## config.mk

```make
export PLATFORM = sky130hd
export DESIGN_NAME = flash_program_erase_sequence
export DESIGN_NICKNAME = d
export VERILOG_FILES = /design/src/hdl/flash_seq_pkg.sv /design/src/hdl/flash_bus_cycle.sv /design/src/hdl/flash_program_erase_sequence.sv
export SDC_FILE = /design/constraint.sdc
export NUM_CORES = 1
export LEC_CHECK = 0
export BUFFER_PORTS_ARGS = -buffer_cell sky130_fd_sc_hd__clkbuf_2
export CORE_ASPECT_RATIO = 0.8
export CORE_UTILIZATION = 55
export CTS_BUF_LIST = sky130_fd_sc_hd__clkbuf_8
export CTS_CLUSTER_DIAMETER = 50
export DETAILED_ROUTE_END_ITERATION = 16
export PLACE_DENSITY_LB_ADDON = 0.08
export SYNTH_ARGS = -nofsm -noshare
export SYNTH_HDL_FRONTEND = slang
export SYNTH_SLANG_ARGS = --single-unit
```

## constraint.sdc

```tcl
create_clock -name core_clk -period 2.5 [get_ports core_clk]
set_input_delay 0.25 -clock core_clk [delete_from_list [all_inputs] [get_ports core_clk]]
set_output_delay 0.25 -clock core_clk [all_outputs]
set_load 0.02 [all_outputs]
```

## src/hdl/flash_seq_pkg.sv

```systemverilog
// Purpose: constants for the flash program/erase host sequencer
// Assumes: 10 MHz core clock, byte-wide flash with 17 address bits
// Notes: all times are kept in their printed unit, cycles are derived
package flash_seq_pkg;
    localparam int unsigned CLK_HZ = 10000000;
    localparam int unsigned ADDR_W = 17;
    localparam int unsigned DATA_W = 8;
    localparam logic [16:0] ADDR_FIRST = 17'h00000;
    localparam logic [16:0] ADDR_LAST = 17'h1ffff;
    // command codes
    localparam logic [7:0] CMD_READ = 8'h00;
    localparam logic [7:0] CMD_ERASE = 8'h20;
    localparam logic [7:0] CMD_ERASE_VERIFY = 8'ha0;
    localparam logic [7:0] CMD_PROGRAM = 8'h40;
    localparam logic [7:0] CMD_PROGRAM_VERIFY = 8'hc0;
    localparam logic [7:0] CMD_ABORT = 8'hff;
    localparam logic [7:0] DATA_ERASED = 8'hff;
    localparam logic [7:0] DATA_CHARGED = 8'h00;
    localparam logic [4:0] PROGRAM_TRIES_MAX = 5'h19;
    // pulse times, least times round up
    localparam int unsigned PROGRAM_PULSE_US = 10;
    localparam int unsigned ERASE_PULSE_MS = 10;
    localparam int unsigned PROGRAM_PULSE_CYC = (PROGRAM_PULSE_US * (CLK_HZ / 1000) + 999) / 1000;
    localparam int unsigned ERASE_PULSE_CYC = (ERASE_PULSE_MS * (CLK_HZ / 1000));
    // bus cycle strobe end counts, one below the strobe length in core clocks
    localparam logic [1:0] PHASE_CYC = 2'h2;
    localparam logic [1:0] READ_CYC = 2'h3;
    // job codes
    localparam logic [1:0] JOB_PROGRAM = 2'h0;
    localparam logic [1:0] JOB_ERASE = 2'h1;
    localparam logic [1:0] JOB_ABORT = 2'h2;
    localparam logic [1:0] JOB_READ = 2'h3;
    localparam logic [1:0] ST_OK = 2'h0;
    localparam logic [1:0] ST_FAIL = 2'h1;
    localparam logic [1:0] ST_ABORTED = 2'h2;
endpackage

```

## src/hdl/flash_bus_cycle.sv

```systemverilog
// Purpose: one asynchronous flash bus cycle, write or read
// Assumes: inputs are synchronous to core_clk
// Notes: address is set before the write strobe falls, data held past its rise
`timescale 1ns/1ns
module flash_bus_cycle (
    // clock and reset
    input wire logic core_clk,
    input wire logic rstn,
    // request
    input wire logic start,
    input wire logic is_write,
    input wire logic [16:0] addr,
    input wire logic [7:0] wdata,
    output logic done,
    output logic [7:0] rdata,
    // flash pins
    output logic [16:0] fl_addr,
    output logic fl_ce_n,
    output logic fl_we_n,
    output logic fl_oe_n,
    output logic [7:0] fl_dq_o,
    output logic fl_dq_oe,
    input wire logic [7:0] fl_dq_i
);
    typedef enum logic [2:0] {B_IDLE = 3'b000, B_SETUP = 3'b001, B_STROBE = 3'b011, B_HOLD = 3'b010} bus_st_t;
    bus_st_t st_q;
    logic [1:0] cnt_q;
    logic wr_q;

    always_ff @(posedge core_clk or negedge rstn) begin
        if (!rstn) begin
            st_q <= B_IDLE;
            cnt_q <= 2'h0;
            wr_q <= 1'b0;
            done <= 1'b0;
            rdata <= 8'h00;
            fl_addr <= 17'h00000;
            fl_ce_n <= 1'b1;
            fl_we_n <= 1'b1;
            fl_oe_n <= 1'b1;
            fl_dq_o <= 8'h00;
            fl_dq_oe <= 1'b0;
        end else begin
            done <= 1'b0;
            unique case (st_q)
                B_IDLE: begin
                    if (start) begin
                        // address first so it is stable at the falling strobe
                        fl_addr <= addr;
                        fl_dq_o <= wdata;
                        fl_dq_oe <= is_write;
                        fl_ce_n <= 1'b0;
                        wr_q <= is_write;
                        cnt_q <= 2'h0;
                        st_q <= B_SETUP;
                    end
                end
                B_SETUP: begin
                    if (wr_q) begin
                        fl_we_n <= 1'b0;
                    end else begin
                        fl_oe_n <= 1'b0;
                    end
                    cnt_q <= 2'h0;
                    st_q <= B_STROBE;
                end
                B_STROBE: begin
                    cnt_q <= cnt_q + 2'h1;
                    if (cnt_q == (wr_q ? flash_seq_pkg::PHASE_CYC : flash_seq_pkg::READ_CYC)) begin
                        // rising strobe latches write data
                        fl_we_n <= 1'b1;
                        fl_oe_n <= 1'b1;
                        if (!wr_q) begin
                            rdata <= fl_dq_i;
                        end
                        st_q <= B_HOLD;
                    end
                end
                B_HOLD: begin
                    fl_ce_n <= 1'b1;
                    fl_dq_oe <= 1'b0;
                    done <= 1'b1;
                    st_q <= B_IDLE;
                end
                default: st_q <= B_IDLE;
            endcase
        end
    end
endmodule

```

## src/hdl/flash_program_erase_sequence.sv

```systemverilog
// Purpose: host sequencer that programs, erases and aborts a byte-wide flash
// Assumes: program supply is on while a job runs; one clock core_clk at 10 MHz
// Notes: a job is started by a one-cycle pulse and ends with done and a status code
// Overview of operation
// RULE_01: after each program pulse write the program-verify code to verify that byte
// RULE_02: device margins the last programmed byte and shows it on a later read
// RULE_03: compare verify read with intended byte, advance only on match
// RULE_04: two back-to-back abort codes after a setup cancel it, array untouched
// RULE_05: after an abort write another valid command, here the read command
// RULE_06: program one byte at a time with a ten microsecond pulse
// RULE_07: at most twenty-five pulse and verify pairs per byte
// RULE_08: erase acts on the whole array at once, address ignored
// RULE_09: erase pulse is ten milliseconds from erase write to erase-verify write
// RULE_10: before erasing, program every byte to zero using the program algorithm
// RULE_11: erase starts by reading the array; all-ones skips the erase
// RULE_12: erase-verify from lowest address up, failure triggers another pulse
// RULE_13: keep last verified address and resume verify there after next pulse
// RULE_14: program verify only after programming; final check uses read command
// RULE_15: erase-verify only after an erase pulse, never after programming
// RULE_16: erase code written twice; erasing runs until the next rising strobe
// RULE_17: after setup-program, next write carries address and data, starts pulse
// RULE_18: every erase-verify byte needs its own command write with its address
// RULE_19: read command returns device to array reads; default after supply up
// RULE_20: a byte failing after the last attempt stops the job with a failure
`timescale 1ns/1ns
module flash_program_erase_sequence #(
    parameter int unsigned ERASE_PULSE_CYCLES = flash_seq_pkg::ERASE_PULSE_CYC
) (
    // clock and reset
    input wire logic core_clk,
    input wire logic rstn,
    // job request
    input wire logic job_start,
    input wire logic [1:0] job_kind,
    input wire logic [16:0] job_addr,
    input wire logic [7:0] job_data,
    // job answer
    output logic job_busy,
    output logic job_done,
    output logic [1:0] job_status,
    output logic [16:0] fail_addr,
    output logic [7:0] read_data,
    // flash pins
    output logic [16:0] fl_addr,
    output logic fl_ce_n,
    output logic fl_we_n,
    output logic fl_oe_n,
    output logic [7:0] fl_dq_o,
    output logic fl_dq_oe,
    input wire logic [7:0] fl_dq_i
);
    typedef enum logic [3:0] {
        S_IDLE = 4'b0000, S_SETUP = 4'b0001, S_LOAD = 4'b0011, S_PULSE = 4'b0010,
        S_VERIFY = 4'b0110, S_VREAD = 4'b0111, S_CHECK = 4'b0101, S_NEXT = 4'b0100,
        S_ABORT2 = 4'b1100, S_FINISH = 4'b1101, S_SCAN = 4'b1111
    } seq_st_t;
    typedef enum logic [1:0] {PH_CHARGE = 2'b00, PH_ERASE = 2'b01, PH_SINGLE = 2'b11} phase_t;

    seq_st_t st_q;
    phase_t ph_q;
    logic bus_start_q;
    logic bus_write_q;
    logic [16:0] bus_addr_q;
    logic [7:0] bus_data_q;
    logic bus_done;
    logic [7:0] bus_rdata;
    logic [16:0] addr_q;
    logic [16:0] resume_q;
    logic [7:0] target_q;
    logic [4:0] tries_q;
    logic [23:0] wait_q;
    logic [1:0] kind_q;
    logic issued_q;

    flash_bus_cycle u_bus (
        .core_clk(core_clk),
        .rstn(rstn),
        .start(bus_start_q),
        .is_write(bus_write_q),
        .addr(bus_addr_q),
        .wdata(bus_data_q),
        .done(bus_done),
        .rdata(bus_rdata),
        .fl_addr(fl_addr),
        .fl_ce_n(fl_ce_n),
        .fl_we_n(fl_we_n),
        .fl_oe_n(fl_oe_n),
        .fl_dq_o(fl_dq_o),
        .fl_dq_oe(fl_dq_oe),
        .fl_dq_i(fl_dq_i)
    );

    // bus cycles run one at a time: issued_q marks that one is under way
    always_ff @(posedge core_clk or negedge rstn) begin
        if (!rstn) begin
            st_q <= S_IDLE;
            ph_q <= PH_SINGLE;
            bus_start_q <= 1'b0;
            bus_write_q <= 1'b0;
            bus_addr_q <= 17'h00000;
            bus_data_q <= 8'h00;
            addr_q <= 17'h00000;
            resume_q <= 17'h00000;
            target_q <= 8'h00;
            tries_q <= 5'h00;
            wait_q <= 24'h000000;
            kind_q <= flash_seq_pkg::JOB_READ;
            issued_q <= 1'b0;
            job_busy <= 1'b0;
            job_done <= 1'b0;
            job_status <= flash_seq_pkg::ST_OK;
            fail_addr <= 17'h00000;
            read_data <= 8'h00;
        end else begin
            bus_start_q <= 1'b0;
            job_done <= 1'b0;
            unique case (st_q)
                S_IDLE: begin
                    if (job_start) begin
                        job_busy <= 1'b1;
                        kind_q <= job_kind;
                        issued_q <= 1'b0;
                        tries_q <= 5'h00;
                        unique case (job_kind)
                            flash_seq_pkg::JOB_PROGRAM: begin
                                ph_q <= PH_SINGLE;
                                addr_q <= job_addr;
                                target_q <= job_data;
                                st_q <= S_SETUP;
                            end
                            flash_seq_pkg::JOB_ERASE: begin
                                // check whether the array is already blank first
                                ph_q <= PH_CHARGE;
                                addr_q <= flash_seq_pkg::ADDR_FIRST;
                                target_q <= flash_seq_pkg::DATA_CHARGED;
                                st_q <= S_SCAN; // RULE_11
                            end
                            flash_seq_pkg::JOB_ABORT: begin
                                st_q <= S_ABORT2;
                            end
                            default: begin
                                addr_q <= job_addr;
                                st_q <= S_FINISH;
                            end
                        endcase
                    end
                end
                S_SCAN: begin
                    if (!issued_q) begin
                        bus_start_q <= 1'b1;
                        bus_write_q <= 1'b0;
                        bus_addr_q <= addr_q;
                        issued_q <= 1'b1;
                    end else if (bus_done) begin
                        issued_q <= 1'b0;
                        if (bus_rdata != flash_seq_pkg::DATA_ERASED) begin
                            // not blank: charge every byte to zero before erasing
                            addr_q <= flash_seq_pkg::ADDR_FIRST; // RULE_10
                            st_q <= S_SETUP;
                        end else if (addr_q == flash_seq_pkg::ADDR_LAST) begin
                            st_q <= S_FINISH; // RULE_11
                        end else begin
                            addr_q <= addr_q + 17'h00001;
                        end
                    end
                end
                S_SETUP: begin
                    // setup write: program code, or first erase code
                    if (!issued_q) begin
                        bus_start_q <= 1'b1;
                        bus_write_q <= 1'b1;
                        bus_addr_q <= addr_q;
                        bus_data_q <= (ph_q == PH_ERASE) ? flash_seq_pkg::CMD_ERASE : flash_seq_pkg::CMD_PROGRAM;
                        issued_q <= 1'b1;
                    end else if (bus_done) begin
                        issued_q <= 1'b0;
                        st_q <= S_LOAD;
                    end
                end
                S_LOAD: begin
                    // second write starts the pulse at its rising strobe
                    if (!issued_q) begin
                        bus_start_q <= 1'b1;
                        bus_write_q <= 1'b1;
                        bus_addr_q <= addr_q; // RULE_17
                        bus_data_q <= (ph_q == PH_ERASE) ? flash_seq_pkg::CMD_ERASE : target_q; // RULE_16
                        issued_q <= 1'b1;
                    end else if (bus_done) begin
                        issued_q <= 1'b0;
                        // erase pulses have no limit, so only byte programming counts tries
                        if (ph_q != PH_ERASE) begin
                            tries_q <= tries_q + 5'h01;
                        end
                        wait_q <= (ph_q == PH_ERASE) ? 24'(ERASE_PULSE_CYCLES)
                                                    : 24'(flash_seq_pkg::PROGRAM_PULSE_CYC);
                        st_q <= S_PULSE;
                    end
                end
                S_PULSE: begin
                    // count starts after the load write's hold cycle, so the pulse is never short
                    if (wait_q <= 24'h000001) begin
                        addr_q <= (ph_q == PH_ERASE) ? resume_q : addr_q; // RULE_13
                        st_q <= S_VERIFY; // RULE_06 RULE_09
                    end else begin
                        wait_q <= wait_q - 24'h000001;
                    end
                end
                S_VERIFY: begin
                    // verify write ends the pulse; erase verify carries its address
                    if (!issued_q) begin
                        bus_start_q <= 1'b1;
                        bus_write_q <= 1'b1;
                        bus_addr_q <= addr_q; // RULE_18
                        bus_data_q <= (ph_q == PH_ERASE) ? flash_seq_pkg::CMD_ERASE_VERIFY
                                                        : flash_seq_pkg::CMD_PROGRAM_VERIFY; // RULE_01 RULE_14 RULE_15
                        issued_q <= 1'b1;
                    end else if (bus_done) begin
                        issued_q <= 1'b0;
                        st_q <= S_VREAD;
                    end
                end
                S_VREAD: begin
                    if (!issued_q) begin
                        bus_start_q <= 1'b1;
                        bus_write_q <= 1'b0;
                        bus_addr_q <= addr_q;
                        issued_q <= 1'b1;
                    end else if (bus_done) begin
                        issued_q <= 1'b0;
                        st_q <= S_CHECK;
                    end
                end
                S_CHECK: begin
                    if (ph_q == PH_ERASE) begin
                        if (bus_rdata != flash_seq_pkg::DATA_ERASED) begin
                            resume_q <= addr_q; // RULE_12 RULE_13
                            st_q <= S_SETUP;
                        end else if (addr_q == flash_seq_pkg::ADDR_LAST) begin
                            st_q <= S_FINISH;
                        end else begin
                            addr_q <= addr_q + 17'h00001; // RULE_12
                            st_q <= S_VERIFY;
                        end
                    end else if (bus_rdata == target_q) begin
                        st_q <= S_NEXT; // RULE_03
                    end else if (tries_q >= flash_seq_pkg::PROGRAM_TRIES_MAX) begin
                        fail_addr <= addr_q; // RULE_20
                        job_status <= flash_seq_pkg::ST_FAIL;
                        kind_q <= flash_seq_pkg::JOB_READ;
                        st_q <= S_FINISH;
                    end else begin
                        st_q <= S_SETUP; // RULE_07
                    end
                end
                S_NEXT: begin
                    tries_q <= 5'h00;
                    if (ph_q == PH_CHARGE && addr_q != flash_seq_pkg::ADDR_LAST) begin
                        addr_q <= addr_q + 17'h00001;
                        st_q <= S_SETUP;
                    end else if (ph_q == PH_CHARGE) begin
                        // whole array erased together, address is don't-care
                        ph_q <= PH_ERASE; // RULE_08
                        resume_q <= flash_seq_pkg::ADDR_FIRST;
                        addr_q <= flash_seq_pkg::ADDR_FIRST;
                        st_q <= S_SETUP;
                    end else begin
                        st_q <= S_FINISH;
                    end
                end
                S_ABORT2: begin
                    // two abort writes back to back, then read command
                    if (!issued_q) begin
                        bus_start_q <= 1'b1;
                        bus_write_q <= 1'b1;
                        bus_data_q <= flash_seq_pkg::CMD_ABORT; // RULE_04
                        issued_q <= 1'b1;
                    end else if (bus_done) begin
                        issued_q <= 1'b0;
                        tries_q <= tries_q + 5'h01;
                        if (tries_q != 5'h00) begin
                            job_status <= flash_seq_pkg::ST_ABORTED;
                            st_q <= S_FINISH; // RULE_05
                        end
                    end
                end
                S_FINISH: begin
                    // read command leaves the device in array-read mode
                    if (!issued_q) begin
                        bus_start_q <= 1'b1;
                        bus_write_q <= 1'b1;
                        bus_data_q <= flash_seq_pkg::CMD_READ; // RULE_19 RULE_05
                        issued_q <= 1'b1;
                    end else if (bus_done && kind_q == flash_seq_pkg::JOB_READ && bus_write_q) begin
                        // read job or failed program: follow the command with one array read
                        bus_start_q <= 1'b1;
                        bus_write_q <= 1'b0;
                        bus_addr_q <= addr_q;
                    end else if (bus_done) begin
                        if (!bus_write_q) begin
                            read_data <= bus_rdata;
                        end
                        issued_q <= 1'b0;
                        job_busy <= 1'b0;
                        job_done <= 1'b1;
                        st_q <= S_IDLE;
                    end
                end
                default: st_q <= S_IDLE;
            endcase
            if (job_start && st_q == S_IDLE) begin
                job_status <= flash_seq_pkg::ST_OK;
            end
        end
    end

    chk_verify_after_pulse: assert property (@(posedge core_clk) disable iff (!rstn)
        (st_q == S_PULSE && wait_q == 24'h000001) |=> st_q == S_VERIFY) // RULE_01
        else $error("pulse end did not go to verify");
    chk_fail_on_tries: assert property (@(posedge core_clk) disable iff (!rstn)
        (st_q == S_CHECK && ph_q == PH_SINGLE && bus_rdata != target_q && tries_q >= 5'h19)
        |=> job_status == 2'h1) // RULE_20
        else $error("exhausted byte not reported");
    chk_retry_limit: assert property (@(posedge core_clk) disable iff (!rstn)
        tries_q <= 5'h19) // RULE_07
        else $error("too many program attempts");
    chk_match_advance: assert property (@(posedge core_clk) disable iff (!rstn)
        (st_q == S_CHECK && ph_q != PH_ERASE && bus_rdata == target_q) |=> st_q == S_NEXT) // RULE_03
        else $error("matching byte did not advance");
    chk_erase_miss: assert property (@(posedge core_clk) disable iff (!rstn)
        (st_q == S_CHECK && ph_q == PH_ERASE && bus_rdata != 8'hff) |=> (st_q == S_SETUP && resume_q == $past(addr_q)))
        // RULE_12
        else $error("erase miss did not repulse");
    chk_pulse_length: assert property (@(posedge core_clk) disable iff (!rstn)
        (st_q == S_LOAD && bus_done && ph_q == PH_SINGLE) |=> (st_q == S_PULSE) [*8]) // RULE_06
        else $error("program pulse too short");
    chk_abort_pair: assert property (@(posedge core_clk) disable iff (!rstn)
        (st_q == S_ABORT2 && bus_start_q) |-> bus_data_q == 8'hff) // RULE_04
        else $error("abort write carries wrong code");
    chk_done_idle: assert property (@(posedge core_clk) disable iff (!rstn)
        job_done |-> (st_q == S_IDLE && !job_busy)) // RULE_19
        else $error("done while busy");
endmodule

```

==> flow_summary_export.csv <==
group,metric,value,unit
final_layout,mostFrequentLayoutCell,"dfrtp_1",
place,port-buffer-count,95,
flow_run,maxCapViolations,0,
critical_path,path_max_fanout,4,
timing,setup_slack_of_the_critical_path_after_layout,6.662,ps
timing,hold_viol,0,
outcome,run_status,"finished, final reports clean",
floorplan,core-area,0.01521,mm²
synth,syn_inst,843,
drt,num_vias,7226,
clock_tree,clk_pin_slew,100,ps
clock_tree,tritoncts,"built",
drt,iter_0_drt_violations,653,
grt,grt_max_degree,66,
floorplan,floorplan.die.width,142.4,µm
final_layout,final_cell_count_no_fill,1233,
synth,ys.warnings.count,0,
critical_path,crit_type,"flip-flop to flip-flop",
grt,grt_overflow_total,0,
final_layout,layout_nets,1056,
timing,period_minus_slack,2493,ps
clock_tree,clock_sink_count,179,
floorplan,initial_core_util,57.02,%
critical_path,crit_path_end_kind,"flip-flop",
synth,register_bit_total_from_synthesis,179,
min_path,min_path_type,"input port to flip-flop",
synth,synth.top_cell.area_share,49.61,%
floorplan,die_y,114.3,µm
critical_path,worst-endpoint-required,2860,ps
timing,worst_clock_skew,13.80,ps
timing,rsz_0062_raised_after_global_routing,"yes",
final_layout,most-common-layout-cells,"dfrtp_1 (172), nand2_1 (104), o21ai_0 (94), clkbuf_2 (94), buf_4 (80)",
synth,synth.net_count,889,
final_layout,n_antenna_cell,0,
final_layout,multi_input_comb_area,0.003998,mm²
clock_tree,clock_insertion_delay_at_the_later_pin_of_the_skew_report,470,ps
timing,post-route-period-util,99.73,%
floorplan,ios,96,
timing,timing.hold.ws,21.51,ps
synth,syn_avg_cell_area,10.29,µm²
pwr,vdd_ir_drop_max,601.8,µV
place,gp_routability_congestion,0.9202,
place,dpl.cell_count,1181,
timing,finalSetupTns,0,ps
clock_tree,h-tree-depth,4,
final_layout,drive_above_1_share,31.96,%
pwr,cellPowerDensity,1137,mW/mm²
synth,ys_async_sr_fraction,100.0,%
synth,dominantRegCellSynth,"dfrtp_1",
final_layout,fin_util,69.34,%
synth,ys_seq_area_share,51.73,%
place,dpl_worst_slack,-72.18,ps
synth,post_synth_main_area_contributors,"dfrtp_1 (50%), mux2_2 (9.7%), o21ai_0 (5.5%)",
clock_tree,max-clock-path-buffers,2,
timing,max_freq,401.1,MHz
grt,number_of_antenna_violations_at_the_first_check_in_global_routing,0,
drt,firstDrtPassIters,10,
timing,setup_viol,0,
clock_tree,cts_buffer_count,17,
final_layout,synthToLayoutAreaGrowth,21.60,%
place,dpl.hpwl,15.59,mm
synth,yosys.area.top_type,"dfrtp_1",
floorplan,floorplan.die_area,0.01628,mm²
critical_path,worstSetupStartpointType,"flip-flop",
final_layout,sequential_cell_area,0.004488,mm²
drt,route.detailed.vias_per_inst,5.861,
drt,wl_per_cell,17.83,µm
timing,slew-limit-headroom,54.97,%
timing,worst-slew-pin-transition,675.5,ps
synth,synth-edff-count,0,
drt,route.detailed.drc,0,
grt,vias_in_the_first_global_route,7080,
floorplan,num_rows,40,
drt,remaining_antenna_violation_count,0,
synth,yosys.cell_types.count,71,
drt,routed_wl,21.99,mm
timing,number_of_slew_limit_violations_in_the_final_report,0,
grt,wire_length_of_the_first_global_routing_pass,36.44,mm
grt,grt_usage,29.02,%
final_layout,num-fill-cells,1231,
clock_tree,ctsRootBufferMaster,"clkbuf_8",
critical_path,timing.critical_path.arrival,2850,ps
pwr,static_power_due_to_leakage,4.962,nW
synth,netlist_area,0.008676,mm²
kinds of logic after synthesis:
logic type	count (synthesis)	share of synthesized area, %
and+or+nand+nor	281	16.89
AOI/OAI and AO/OA	208	14.77
DFF	179	51.73
muxes	75	9.735
buffers and inverters	67	3.202
xor gates and xnor gates	25	2.524
adders and majority gates	8	1.154
synthesized netlist by cell type, types with 5 or more instances:
| master | count |
|---|---|
| a21oi_1 | 45 |
| a221oi_1 | 5 |
| a222oi_1 | 9 |
| a22o_1 | 5 |
| and3_1 | 8 |
| buf_2 | 9 |
| clkbuf_1 | 30 |
| dfrtp_1 | 172 |
| dfstp_2 | 7 |
| ha_1 | 8 |
| inv_1 | 20 |
| mux2_2 | 75 |
| nand2_1 | 104 |
| nand2b_1 | 5 |
| nand3_1 | 17 |
| nand4_1 | 7 |
| nor2_1 | 43 |
| nor2b_1 | 13 |
| nor3_1 | 21 |
| nor3b_1 | 6 |
| nor4_1 | 10 |
| o21ai_0 | 95 |
| o22a_1 | 5 |
| or3_1 | 11 |
| xnor2_1 | 15 |
| xor2_1 | 10 |
cell type report:
| cell class | instances | area share [%] |
|---|---|---|
| flip-flops and latches | 179 | 42.54 |
| multi-input cells | 597 | 37.89 |
| repair buffers | 195 | 12.63 |
| well taps | 210 | 2.491 |
| clock buffers | 17 | 2.218 |
| clock inverters | 15 | 1.518 |
| inverters | 20 | 0.7116 |
path summary, 6_finish.rpt:
kind | startpoint | to | slack [ps] | depth (start not counted)
setup / recovery | addr_q[1] | st_q[1] | 7 | 11
min in group asynchronous | rstn | wait_q[14] | 330 | 2
hold reg to reg | resume_q[16] | resume_q[16] | 490 | 2
setup reg to reg | addr_q[1] | st_q[1] | 7 | 11
max in group asynchronous | rstn | ph_q[1] | 1400 | 3
hold / removal | job_data[7] | target_q[7] | 20 | 3
per-stage QoR:
| step | power, mW | instance area [µm²] |
|---|---|---|
| floorplan | 7.842 | 8728 |
| global placement | 9.612 | 9913 |
| detailed placement | 9.829 | 9913 |
| CTS | 11.93 | 10510 |
| global route | 12.79 | 10550 |
| finish | 11.99 | 10550 |
sequential cells by signal, summed over array words and instances, names as in the netlist, 4 cells and up:
| name | count |
|---|---|
| tries_q | 5 |
| u_bus.fl_dq_o | 8 |
| addr_q | 17 |
| bus_addr_q | 17 |
| target_q | 8 |
| st_q | 4 |
| read_data | 8 |
| u_bus.fl_addr | 17 |
| wait_q | 24 |
| resume_q | 17 |
| fail_addr | 17 |
| u_bus.rdata | 8 |
| bus_data_q | 8 |
what timing repair did:
| action | in CTS | in global routing |
|---|---|---|
| buffers inserted | 3 | 2 |
| hold endpoints to repair | 73 | 1 |
| pin swaps | 6 | 2 |
| resized for setup | 8 | 4 |
| endpoints found under the setup margin | 6 | 32 |
| hold buffers | 14 | 1 |
worst max-delay path, cell delays in order, from the launching register on:
cell      delay (ps)
dfrtp_1          380
ha_2             180
and3_4           180
and4_4           230
nand3_4           70
inv_2             80
ha_4             120
or3_4            120
o22ai_2           50
or4b_4           490
nand2b_4         180
mux2_4           300
per-layer routing:
metal  up-vias  global-route usage [%]  wire length, µm
li1       3368                       -                -
met1      3579                   42.46            10410
met2       254                   44.41            10010
met3        25                   5.270             1314
met4         0                   8.029              260
met5         -                       0                0
report_power, final:
part           total [mW]  internal (mW)  switching, mW
logic                5.23           2.36           2.87
clock network        2.00          0.834           1.16
registers            4.77           3.90          0.865
Note: power is estimated with default switching activity, not from simulation.
